<file path="src/design/tmr8_pkg.sv">
/*
 * shared constants for the eight-bit counter control block: register
 * indices, field positions, reset values and bus response codes.
 * assumes an AXI4-Lite slave with 32-bit data and one word per register.
 */
package tmr8_pkg;
    localparam int ADDR_W = 8;
    localparam int DATA_W = 32;
    localparam int REG_W = 8;
    localparam int CNT_W = 8;

    // register index; byte address is four times the index
    localparam logic [2:0] IDX_CTRL = 3'h0;
    localparam logic [2:0] IDX_COMMON = 3'h1;
    localparam logic [2:0] IDX_RELOAD = 3'h2;
    localparam logic [2:0] IDX_CAPT = 3'h3;
    localparam logic [2:0] IDX_STAT = 3'h4;
    localparam logic [2:0] IDX_MASK = 3'h5;
    localparam int IDX_LSB = 2;
    localparam int IDX_MSB = 4;

    // counter8_control_reg fields
    localparam int CTRL_OUTSEL = 7;
    localparam int CTRL_TOIE = 6;
    localparam int CTRL_CAPIE = 5;
    localparam int CTRL_CLK_HI = 4;
    localparam int CTRL_CLK_LO = 3;
    localparam int CTRL_TOF = 2;
    localparam int CTRL_MODE = 1;
    localparam int CTRL_EN = 0;

    // counter_common_control_reg fields
    localparam int COMMON_DEMOD = 7;
    localparam int COMMON_DUAL = 0;

    // interrupt status and mask fields
    localparam int STAT_TO = 0;
    localparam int STAT_CAP = 1;
    localparam int STAT_W = 2;

    localparam logic [REG_W-1:0] CTRL_RST = 8'h00;
    localparam logic [REG_W-1:0] COMMON_RST = 8'h00;
    localparam logic [CNT_W-1:0] RELOAD_RST = 8'hFF;
    localparam logic [STAT_W-1:0] STAT_RST = 2'h0;

    localparam logic [1:0] CLK_DIV1 = 2'h0;
    localparam logic [1:0] CLK_DIV8 = 2'h3;

    localparam logic [1:0] RESP_OKAY = 2'h0;
    localparam logic [1:0] RESP_SLVERR = 2'h2;
endpackage : tmr8_pkg

</file>
<file path="src/design/tmr8_prescaler.sv">
/*
 * prescaler for the eight-bit counter: one tick per 1, 2, 4 or 8 clocks.
 * assumes run and sel come from registers on the same clock.
 */
`timescale 1ns/10ps
module tmr8_prescaler (
    input wire logic aclk,
    input wire logic aresetn,
    input wire logic run,
    input wire logic [1:0] sel,
    output logic tick
);
    import tmr8_pkg::*;

    logic [2:0] div_q;
    logic [2:0] div_d;
    logic [2:0] div_mask;

    // divider restarts when stopped so the first tick after start is exact
    assign div_d = run ? div_q + 3'h1 : 3'h0;
    assign div_mask = (sel == CLK_DIV1) ? 3'h0 : 3'((4'h1 << sel) - 4'h1);
    assign tick = run && ((div_q & div_mask) == div_mask);

    always_ff @(posedge aclk) begin
        if (!aresetn) begin
            div_q <= 3'h0;
        end else begin
            div_q <= div_d;
        end
    end
endmodule : tmr8_prescaler

</file>
<file path="src/design/tmr8_counter.sv">
/*
 * eight-bit down counter with reload; pulses timeout at terminal count.
 * assumes tick from the prescaler and start as a one-cycle pulse.
 */
`timescale 1ns/10ps
module tmr8_counter (
    input wire logic aclk,
    input wire logic aresetn,
    input wire logic start,
    input wire logic run,
    input wire logic tick,
    input wire logic [tmr8_pkg::CNT_W-1:0] reload,
    output logic [tmr8_pkg::CNT_W-1:0] count,
    output logic timeout
);
    import tmr8_pkg::*;

    logic [CNT_W-1:0] cnt_q;
    logic [CNT_W-1:0] cnt_d;
    logic to_q;
    logic terminal;

    assign terminal = run && tick && (cnt_q == '0);
    assign cnt_d = start ? reload
                 : terminal ? reload
                 : (run && tick) ? cnt_q - 8'h01
                 : cnt_q;
    assign count = cnt_q;
    assign timeout = to_q;

    always_ff @(posedge aclk) begin
        if (!aresetn) begin
            cnt_q <= '0;
            to_q <= 1'b0;
        end else begin
            cnt_q <= cnt_d;
            to_q <= terminal && !start;
        end
    end
endmodule : tmr8_counter

</file>
<file path="src/design/tmr8_ctrl.sv">
/*
 * control and status of the eight-bit counter behind an AXI4-Lite slave:
 * pin routing, interrupt enables, clock select, time-out flag, count mode,
 * enable, common-mode register, capture and one level interrupt.
 * assumes port_out_data comes from port logic on aclk; capture_in is a pin.
 */
// Register access over AXI4-Lite was decided locally.
`timescale 1ns/10ps
module tmr8_ctrl (
    input wire logic aclk,
    input wire logic aresetn,
    input wire logic [tmr8_pkg::ADDR_W-1:0] s_axi_awaddr,
    input wire logic s_axi_awvalid,
    output logic s_axi_awready,
    input wire logic [tmr8_pkg::DATA_W-1:0] s_axi_wdata,
    input wire logic [3:0] s_axi_wstrb,
    input wire logic s_axi_wvalid,
    output logic s_axi_wready,
    output logic [1:0] s_axi_bresp,
    output logic s_axi_bvalid,
    input wire logic s_axi_bready,
    input wire logic [tmr8_pkg::ADDR_W-1:0] s_axi_araddr,
    input wire logic s_axi_arvalid,
    output logic s_axi_arready,
    output logic [tmr8_pkg::DATA_W-1:0] s_axi_rdata,
    output logic [1:0] s_axi_rresp,
    output logic s_axi_rvalid,
    input wire logic s_axi_rready,
    input wire logic port_out_data,
    input wire logic capture_in,
    output logic shared_port_output_pin,
    output logic irq
);
    import tmr8_pkg::*;

    logic [REG_W-1:0] ctrl_q;
    logic [REG_W-1:0] ctrl_d;
    logic [REG_W-1:0] common_q;
    logic [REG_W-1:0] common_d;
    logic [CNT_W-1:0] reload_q;
    logic [CNT_W-1:0] capt_q;
    logic [STAT_W-1:0] stat_q;
    logic [STAT_W-1:0] stat_d;
    logic [STAT_W-1:0] mask_q;
    logic [ADDR_W-1:0] awaddr_q;
    logic [REG_W-1:0] wdata_q;
    logic wstrb0_q;
    logic aw_full_q;
    logic w_full_q;
    logic awready_q;
    logic wready_q;
    logic bvalid_q;
    logic [1:0] bresp_q;
    logic arready_q;
    logic rvalid_q;
    logic [DATA_W-1:0] rdata_q;
    logic [1:0] rresp_q;
    logic pin_q;
    logic irq_q;
    logic tout_q;
    logic cap_s1_q;
    logic cap_s2_q;
    logic cap_s3_q;

    // write channel: address and data taken in either order
    logic aw_hs;
    logic w_hs;
    logic aw_full_n;
    logic w_full_n;
    logic do_write;
    logic aw_full_d;
    logic w_full_d;
    logic bvalid_d;
    logic [ADDR_W-1:0] waddr;
    logic [REG_W-1:0] wbyte;
    logic wbyte_en;
    logic [2:0] widx;
    logic wmapped;
    assign aw_hs = s_axi_awvalid && awready_q;
    assign w_hs = s_axi_wvalid && wready_q;
    assign aw_full_n = aw_full_q || aw_hs;
    assign w_full_n = w_full_q || w_hs;
    assign do_write = aw_full_n && w_full_n && !bvalid_q;
    assign aw_full_d = aw_full_n && !do_write;
    assign w_full_d = w_full_n && !do_write;
    assign bvalid_d = do_write || (bvalid_q && !s_axi_bready);
    assign waddr = aw_hs ? s_axi_awaddr : awaddr_q;
    assign wbyte = w_hs ? s_axi_wdata[REG_W-1:0] : wdata_q;
    assign wbyte_en = w_hs ? s_axi_wstrb[0] : wstrb0_q;
    assign widx = waddr[IDX_MSB:IDX_LSB];
    assign wmapped = (waddr[ADDR_W-1:IDX_MSB+1] == '0) && (waddr[1:0] == 2'h0)
                     && (widx <= IDX_MASK);

    // a write with lane 0 off is answered but changes nothing
    logic wr_ok;
    logic wr_ctrl;
    logic wr_common;
    logic wr_reload;
    logic wr_stat;
    logic wr_mask;
    assign wr_ok = do_write && wmapped && wbyte_en;
    assign wr_ctrl = wr_ok && (widx == IDX_CTRL);
    assign wr_common = wr_ok && (widx == IDX_COMMON);
    assign wr_reload = wr_ok && (widx == IDX_RELOAD);
    assign wr_stat = wr_ok && (widx == IDX_STAT);
    assign wr_mask = wr_ok && (widx == IDX_MASK);
    always_ff @(posedge aclk) begin
        if (!aresetn) begin
            aw_full_q <= 1'b0;
            w_full_q <= 1'b0;
            awaddr_q <= '0;
            wdata_q <= '0;
            wstrb0_q <= 1'b0;
            awready_q <= 1'b0;
            wready_q <= 1'b0;
            bvalid_q <= 1'b0;
            bresp_q <= RESP_OKAY;
        end else begin
            aw_full_q <= aw_full_d;
            w_full_q <= w_full_d;
            awaddr_q <= waddr;
            wdata_q <= wbyte;
            wstrb0_q <= wbyte_en;
            awready_q <= !aw_full_d && !bvalid_d;
            wready_q <= !w_full_d && !bvalid_d;
            bvalid_q <= bvalid_d;
            if (do_write) begin
                bresp_q <= wmapped ? RESP_OKAY : RESP_SLVERR;
            end
        end
    end

    // read channel: data one cycle after the address is taken
    logic ar_hs;
    logic [2:0] ridx;
    logic rmapped;
    logic [REG_W-1:0] rbyte;
    assign ar_hs = s_axi_arvalid && arready_q;
    assign ridx = s_axi_araddr[IDX_MSB:IDX_LSB];
    assign rmapped = (s_axi_araddr[ADDR_W-1:IDX_MSB+1] == '0)
                     && (s_axi_araddr[1:0] == 2'h0) && (ridx <= IDX_MASK);
    assign rbyte = (ridx == IDX_CTRL) ? ctrl_q
                 : (ridx == IDX_COMMON) ? common_q
                 : (ridx == IDX_RELOAD) ? reload_q
                 : (ridx == IDX_CAPT) ? capt_q
                 : (ridx == IDX_STAT) ? REG_W'(stat_q)
                 : (ridx == IDX_MASK) ? REG_W'(mask_q)
                 : '0;
    always_ff @(posedge aclk) begin
        if (!aresetn) begin
            arready_q <= 1'b0;
            rvalid_q <= 1'b0;
            rdata_q <= '0;
            rresp_q <= RESP_OKAY;
        end else begin
            if (ar_hs) begin
                rvalid_q <= 1'b1;
                arready_q <= 1'b0;
                rdata_q <= rmapped ? DATA_W'(rbyte) : '0;
                rresp_q <= rmapped ? RESP_OKAY : RESP_SLVERR;
            end else if (rvalid_q && s_axi_rready) begin
                rvalid_q <= 1'b0;
                arready_q <= 1'b1;
            end else begin
                arready_q <= !rvalid_q;
            end
        end
    end

    // counter core
    logic tick;
    logic timeout;
    logic [CNT_W-1:0] count;
    logic start;
    logic en;
    logic demod;
    assign en = ctrl_q[CTRL_EN];
    assign demod = common_q[COMMON_DEMOD];
    assign start = wr_ctrl && wbyte[CTRL_EN] && !en;

    tmr8_prescaler u_presc (
        .aclk(aclk),
        .aresetn(aresetn),
        .run(en),
        .sel(ctrl_q[CTRL_CLK_HI:CTRL_CLK_LO]),
        .tick(tick)
    );

    tmr8_counter u_cnt (
        .aclk(aclk),
        .aresetn(aresetn),
        .start(start),
        .run(en),
        .tick(tick),
        .reload(reload_q),
        .count(count),
        .timeout(timeout)
    );

    // capture pin: two flops, then an edge detector on the second
    logic cap_edge;
    logic capture;
    assign cap_edge = common_q[COMMON_DUAL] ? (cap_s3_q && !cap_s2_q)
                                            : (!cap_s3_q && cap_s2_q);
    assign capture = en && demod && cap_edge;

    // control register: time-out flag set wins over a write of one
    logic tof_d;
    logic en_d;
    assign tof_d = timeout || (ctrl_q[CTRL_TOF]
                   && !(wr_ctrl && wbyte[CTRL_TOF]));
    // single pass stops at terminal count unless software restarts it
    assign en_d = wr_ctrl ? wbyte[CTRL_EN]
                : (timeout && ctrl_q[CTRL_MODE]) ? 1'b0
                : en;
    assign ctrl_d = {wr_ctrl ? wbyte[REG_W-1:CTRL_MODE+2] : ctrl_q[REG_W-1:CTRL_MODE+2],
                     tof_d,
                     wr_ctrl ? wbyte[CTRL_MODE] : ctrl_q[CTRL_MODE],
                     en_d};

    // the demodulation mode bit may only change while the counter is stopped
    assign common_d = !wr_common ? common_q
                    : en ? {common_q[COMMON_DEMOD], wbyte[COMMON_DEMOD-1:0]}
                    : wbyte;

    // sticky status: set wins over write-one-to-clear
    assign stat_d = {capture, timeout}
                    | (stat_q & ~(wr_stat ? wbyte[STAT_W-1:0] : {STAT_W{1'b0}}));

    logic irq_d;
    logic pin_d;
    assign irq_d = (stat_q[STAT_TO] && mask_q[STAT_TO] && ctrl_q[CTRL_TOIE])
                   || (stat_q[STAT_CAP] && mask_q[STAT_CAP]
                       && ctrl_q[CTRL_CAPIE]);
    assign pin_d = ctrl_q[CTRL_OUTSEL] ? tout_q : port_out_data;

    always_ff @(posedge aclk) begin
        if (!aresetn) begin
            ctrl_q <= CTRL_RST;
            common_q <= COMMON_RST;
            reload_q <= RELOAD_RST;
            capt_q <= '0;
            stat_q <= STAT_RST;
            mask_q <= STAT_RST;
            tout_q <= 1'b0;
            cap_s1_q <= 1'b0;
            cap_s2_q <= 1'b0;
            cap_s3_q <= 1'b0;
            pin_q <= 1'b0;
            irq_q <= 1'b0;
        end else begin
            ctrl_q <= ctrl_d;
            common_q <= common_d;
            if (wr_reload) begin
                reload_q <= wbyte;
            end
            if (capture) begin
                capt_q <= count;
            end
            stat_q <= stat_d;
            if (wr_mask) begin
                mask_q <= wbyte[STAT_W-1:0];
            end
            // in transmit mode the shared bit is the starting output level
            if (start && !demod) begin
                tout_q <= common_q[COMMON_DUAL];
            end else if (timeout) begin
                tout_q <= !tout_q;
            end
            cap_s1_q <= capture_in;
            cap_s2_q <= cap_s1_q;
            cap_s3_q <= cap_s2_q;
            pin_q <= pin_d;
            irq_q <= irq_d;
        end
    end

    assign s_axi_awready = awready_q;
    assign s_axi_wready = wready_q;
    assign s_axi_bvalid = bvalid_q;
    assign s_axi_bresp = bresp_q;
    assign s_axi_arready = arready_q;
    assign s_axi_rvalid = rvalid_q;
    assign s_axi_rdata = rdata_q;
    assign s_axi_rresp = rresp_q;
    assign shared_port_output_pin = pin_q;
    assign irq = irq_q;
endmodule : tmr8_ctrl

</file>
<file path="config.mk">
export PLATFORM = sky130hd
export DESIGN_NAME = tmr8_ctrl
export DESIGN_NICKNAME = d
export VERILOG_FILES = /design/src/design/tmr8_pkg.sv /design/src/design/tmr8_prescaler.sv /design/src/design/tmr8_counter.sv /design/src/design/tmr8_ctrl.sv
export SDC_FILE = /design/constraint.sdc
export NUM_CORES = 1
export LEC_CHECK = 0
export BUFFER_PORTS_ARGS = -buffer_cell sky130_fd_sc_hd__buf_2
export CORE_ASPECT_RATIO = 1.25
export CORE_MARGIN = 1.5
export CORE_UTILIZATION = 45
export CTS_CLUSTER_DIAMETER = 80
export DETAILED_ROUTE_END_ITERATION = 8
export GPL_ROUTABILITY_DRIVEN = 1
export PLACE_DENSITY = 0.74
export REMOVE_ABC_BUFFERS = 1
export SYNTH_ARGS = -nofsm -noshare
export SYNTH_HDL_FRONTEND = slang
export SYNTH_SLANG_ARGS = --single-unit
</file>
<file path="constraint.sdc">
create_clock -name aclk -period 5.8 [get_ports aclk]
set_input_delay 1.16 -clock aclk [delete_from_list [all_inputs] [get_ports aclk]]
set_output_delay 1.16 -clock aclk [all_outputs]
set_load 0.05 [all_outputs]
</file>
==> results of run 1 <==
-- critical path, stage by stage --
cell	delay [ns]
buf_2	0.13
nand2_1	0.31
mux2i_1	0.50
nor3b_1	0.94
nand3_1	0.18
a21oi_1	0.18
-- registers in the layout, indices dropped and copies added, names as in the netlist, 2 cells and up --
| signal | count |
|---|---|
| reload_q | 8 |
| stat_q | 2 |
| capt_q | 8 |
| wdata_q | 8 |
| u_cnt.count | 8 |
| u_presc.div_q | 3 |
| s_axi_rdata | 8 |
| ctrl_q | 8 |
| mask_q | 2 |
| common_q | 8 |
| awaddr_q | 8 |
-- routing by layer --
metal  track usage, %  share of wire, %  vias up
li1                 -                 -     1617
met1             24.3                43     1549
met2             34.8                50      111
met3             4.05               4.6       13
met4             7.48               2.0        0
met5                0                 0        -
-- power by group through the flow --
stage          clock, µW  sequential [µW]  combinational, µW
2_1_floorplan          0              651               90.9
6_report             412              623                146
4_1_cts              417              624                146
5_1_grt              446              626                157
3_5_place_dp           0              638                146
3_3_place_gp           0              637                144
-- cells by family after synthesis --
group	Yosys count	synth area share (%)
compound gates	86	14.9
xor+xnor	2	0.428
fa+ha+maj	2	0.612
buf+inv	51	7.37
flops	88	43.1
mux	46	14.0
other cells	1	0.0917
simple gates	161	19.6
-- layout make-up --
type	instances	area, µm²	area share (%)
multi-input combinational	323	2120	46.9
timing repair buffer	52	265	5.86
clock inverter	3	42.5	0.940
clock buffer	12	145	3.21
tap	120	150	3.32
sequential	88	1760	38.9
inverter	10	37.5	0.830
-- per-stage QoR --
step	power (µW)	setup slack [ns]	hold slack, ns	std cells
floorplan	742	2.86	0.412	421
global placement	781	2.37	0.414	593
detailed placement	784	2.38	0.422	593
CTS	1190	2.73	0.440	608
global route	1230	2.53	0.467	608
finish	1180	2.68	0.436	608
-- worst min path at each step --
| stage | start | endpoint | slack (ns) | cells after the start |
|---|---|---|---|---|
| 6_report | cap_s1_q | cap_s2_q | 0.44 | 1 |
| 5_1_grt | awaddr_q[7] | awaddr_q[7] | 0.47 | 2 |
| 4_1_cts | cap_s1_q | cap_s2_q | 0.44 | 1 |
| 3_5_place_dp | cap_s1_q | cap_s2_q | 0.42 | 1 |
| 3_3_place_gp | cap_s1_q | cap_s2_q | 0.41 | 1 |
| 2_1_floorplan | cap_s1_q | cap_s2_q | 0.41 | 1 |
-- cell usage in the layout, fill, tap and decap left out, types with 3 or more instances in the layout --
master and count:
nor4_1 3, nand3b_1 6, nand2_1 42, buf_2 50, nor2b_1 3, and2_1 12, nand4_1 7, mux4_2 8
dfxtp_1 88, and3_1 4, conb_1 26, mux2i_1 29, nor3_1 10, a31oi_1 6, inv_1 10, a21bo_2 3
nor2_1 35, nand3_1 24, o21ai_0 18, mux2_2 9, a22oi_1 6, nor3b_1 5, a21oi_1 28, clkbuf_8 10
nand2b_1 3
==> flow_summary.yaml, run 1 <==
timing:
  skew_ns: 0.00913
  tns_ns: 0
  grt_setup_unrepaired: "false"
  drv_slew: 0
  setup_viol: 0
  fmax_mhz: 321
  fin_crit_sh_pct: 53.7
  hold_viol: 0
  tightest_slew_ns: 1.09
  final.min_clock_period_ns: 3.12
  relSlewSlack_pct: 26.9
route:
  drc: 0
  viasPerCell: 5.41
  antenna_left: 0
  dr_total_vias: 3290
  avgRoutedWirePerCell_um: 15.2
  drt_pass1_iterations: 4
  drt-initial-drc-count: 185
  routed_wl_um: 9260
critical_path:
  crit_end: "common_q[6]"
  critPathRequiredTime_ns: 6.08
  end_kind: "flop"
  critPathLaunchType: "primary input"
  cp_max_fo: 9
  cp_data_arrival_time_ns: 3.39
  critPathLaunch: "s_axi_awvalid"
  critPathKind: "primary input to flop"
  r2r_slack_ns: 3.20
  reg2reg_to: "reload_q[0]"
  reg2reg_from: "s_axi_awready"
  r2r_cells: 5
grt:
  grt_start_max_net_pins: 42
  grt_usage_pct: 20.1
  grt_pass1_vias: 3124
  overflow: 0
  grt_pass1_wl_um: 14900
  antenna_found_initial: 0
floorplan:
  fp.dieH_um: 110
  die-area_um2: 9680
  rows: 38
  die_w_um: 88.3
  core_um2: 8750
  start_util_pct: 46.8
  pin_count: 104
cts:
  hold_buffers: 0
  cts_resized: 0
  worst_skew_pair.late_latency_ns: 0.34
  cts_root_buffer: "clkbuf_8"
  cts_buffer_depth: 2
  htreeDepth: 3
  clk_pin_slew_ns: 0.08
  cts_tree: "built"
  post_cts_buffers: 0
  cts-buffers-inserted: 9
  cts.sinks: 88
logic_synthesis:
  ys.flop_type: "dfxtp_1"
  synth_cell_types: 56
  yosysMostFrequentCell: "dfxtp_1"
  yosysTopAreaCellShare_pct: 43.1
  synth_common_cells: "dfxtp_1 (88), nand2_1 (42), nor2_1 (35), mux2i_1 (29), a21oi_1 (28)"
  syn_inst: 437
  yosysWarnings: 0
  seq_area_frac_synth_pct: 43.1
  synth_area_per_cell_um2: 9.36
  yosys.area.top_type: "dfxtp_1"
  ys_ff_latch: 88
  synthTopCellsByArea: "dfxtp_1 (43%), mux2i_1 (7.1%), buf_4 (5.0%), mux4_2 (4.4%), nand2_1 (3.9%)"
  async_reset_ff_share_pct: 0
  synth_edf_count: 0
  synthesis.area_um2: 4090
final_layout:
  stdcell_area_um2: 4520
  antenna_cells: 0
  final_nets: 547
  drive_gt1_share_pct: 19.3
  fillerInstances: 869
  final_util_pct: 51.7
  area_growth_pct: 10.6
flow_run:
  cap_viol_max_count: 0
min_path:
  hp-class: "flop to flop"
power_and_ir_drop:
  p_int_uw: 863
  p_sw_uw: 318
  leakagePower_uw: 0.00185
  p_seq_share_pct: 52.8
  ir_drop_mv: 0.132
  swShare_pct: 26.9
  powerDensity_nw_per_um2: 261
  p_comb_share_pct: 12.3
  clockPowerShare_pct: 34.9
run_status:
  status: "completed"
place:
  portBuffers: 50
  dpl_cell_area_um2: 4340
  dp_hpwl_um: 6620
  gp_congestion: 0.869
Note: power is estimated with default switching activity, not from simulation.
==> run 2: changes to the inputs <==
--- a/config.mk
+++ b/config.mk
@@ -12,7 +12,7 @@
 export CTS_CLUSTER_DIAMETER = 80
 export DETAILED_ROUTE_END_ITERATION = 8
 export GPL_ROUTABILITY_DRIVEN = 1
-export PLACE_DENSITY = 0.74
+export PLACE_DENSITY = 0.77
 export REMOVE_ABC_BUFFERS = 1
 export SYNTH_ARGS = -nofsm -noshare
 export SYNTH_HDL_FRONTEND = slang
==> constraint.sdc (replaced) <==
create_clock -name aclk -period 2.7 [get_ports aclk]
set_input_delay 0.54 -clock aclk [delete_from_list [all_inputs] [get_ports aclk]]
set_output_delay 0.54 -clock aclk [all_outputs]
set_load 0.05 [all_outputs]
==> run 2 against run 1 <==
  * Clock-buffer cell count is 1 higher
  * Critical path type is now flop to flop
  * First-iteration DRC count is 19% lower
  * Design area is 2.0% higher
  * Sequential share of layout area is 0.77 points lower
  * Clock skew is 0.0017 ns lower
  * Clock power is 96% higher
  * Global-route usage is 0.84 points higher
==> flow_summary.yaml, run 2 (synthesized netlist as in run 1, its figures left out) <==
final_layout:
  stdcell_area_um2: 4620
  mostFrequentLayoutCells: "dfxtp_1 (88), buf_2 (50), nand2_1 (42)"
  final_nets: 562
  drive_gt1_share_pct: 21.6
  stdcell_count: 624
  fillerInstances: 877
  antenna_cells: 0
  area_growth_pct: 12.8
  layout_commonest_cell: "dfxtp_1"
floorplan:
  core_um2: 8750
  pin_count: 104
  die_w_um: 88.3
  fp.dieH_um: 110
  die-area_um2: 9680
  start_util_pct: 46.8
  rows: 38
cts:
  hold_buffers: 0
  post_cts_buffers: 0
  htreeDepth: 3
  cts_tree: "built"
  cts-buffers-inserted: 9
  cts_resized: 0
  cts.sinks: 88
  cts_buffer_depth: 2
  cts_root_buffer: "clkbuf_8"
  worst_skew_pair.late_latency_ns: 0.37
  clk_pin_slew_ns: 0.08
flow_run:
  cap_viol_max_count: 0
critical_path:
  path_cells: "or4_1 > a2111oi_4 > o2111a_2 > mux2i_1 > a21oi_1"
  slowest_delay_ns: 0.56
  cp_top_family: "compound AO/OA/AOI/OAI gates"
  cp_max_fo: 14
  end_kind: "flop"
  critPathKind: "flop to flop"
  critPathRequiredTime_ns: 2.95
  r2r_cells: 5
  cp_data_arrival_time_ns: 2.46
  cp_slowest_cell: "or4_1"
  path_buf_inv: 0
  critPathLaunchType: "flop"
  worstSetupPathDepth: 5
timing:
  tns_ns: 0
  fin_hold_ws_ns: 0.394
  setup_viol: 0
  fin_crit_sh_pct: 82.0
  final.min_clock_period_ns: 2.21
  drv_slew: 0
  hold_viol: 0
  fmax_mhz: 452
  skew_ns: 0.00744
  grt_setup_unrepaired: "false"
  tightest_slew_ns: 0.565
  relSlewSlack_pct: 62.0
grt:
  grt_pass1_vias: 3126
  grt_usage_pct: 20.9
  overflow: 0
  antenna_found_initial: 0
  grt_pass1_wl_um: 15200
  grt_start_max_net_pins: 28
route:
  routed_wl_um: 9140
  viasPerCell: 5.28
  antenna_left: 0
  drt_pass1_iterations: 4
  drt-initial-drc-count: 149
  dr_total_vias: 3295
  avgRoutedWirePerCell_um: 14.6
  drc: 0
power_and_ir_drop:
  leakagePower_uw: 0.00192
  powerDensity_nw_per_um2: 535
  ir_drop_mv: 0.292
min_path:
  hp-class: "primary input to flop"
  holdPathStages: 2
place:
  gp_congestion: 0.909
  dpl_cell_area_um2: 4450
  portBuffers: 50
  dpl.cell_count: 608
  dp_hpwl_um: 6970
run_status:
  status: "completed"
[run 2: changes by cell type in the layout (fill, tap and decap cells not counted)]
cell | previous run | this run
bufinv_16 | 1 | 0
clkinv_2 | 1 | 2
buf_4 | 2 | 17
clkbuf_1 | 2 | 3
[run 2: path summary, 6_finish.rpt]
kind / startpoint / endpoint / slack (ns)
worst max-delay path: awaddr_q[5] / u_cnt.count[4] / 0.49
worst min-delay path: capture_in / cap_s1_q / 0.39
worst max register to register: awaddr_q[5] / u_cnt.count[4] / 0.49
worst min register to register: cap_s1_q / cap_s2_q / 0.44
[run 2: cell type report]
type	count	area (µm²)	area share, %
multi-input cells	323	2120	46.0
inverters	10	37.5	0.813
clock buffers	13	149	3.23
clock inverters	3	17.5	0.380
repair buffers	67	378	8.19
well taps	120	150	3.25
flip-flops and latches	88	1760	38.2
[run 2: power breakdown]
group	switching [µW]	internal, µW
clock network	449	357
registers	16.2	1320
logic	231	90.8
total	696	1770
[run 2: metal layers]
| metal | up-vias | track usage (%) | wire [µm] |
|---|---|---|---|
| li1 | 1649 | - | - |
| met1 | 1533 | 24.5 | 3810 |
| met2 | 103 | 36.6 | 4680 |
| met3 | 10 | 4.43 | 486 |
| met4 | 0 | 8.82 | 156 |
| met5 | - | 0 | 0 |
[run 2: per-stage QoR]
| stage | util (%) | total power [µW] | setup slack, ns |
|---|---|---|---|
| detailed placement | 50.9 | 1690 | 0.217 |
| global placement | 50.9 | 1690 | 0.247 |
| finish | 52.8 | 2470 | 0.487 |
| global route | 52.8 | 2570 | 0.332 |
| floorplan | - | 1590 | 0.316 |
| CTS | 52.8 | 2490 | 0.481 |
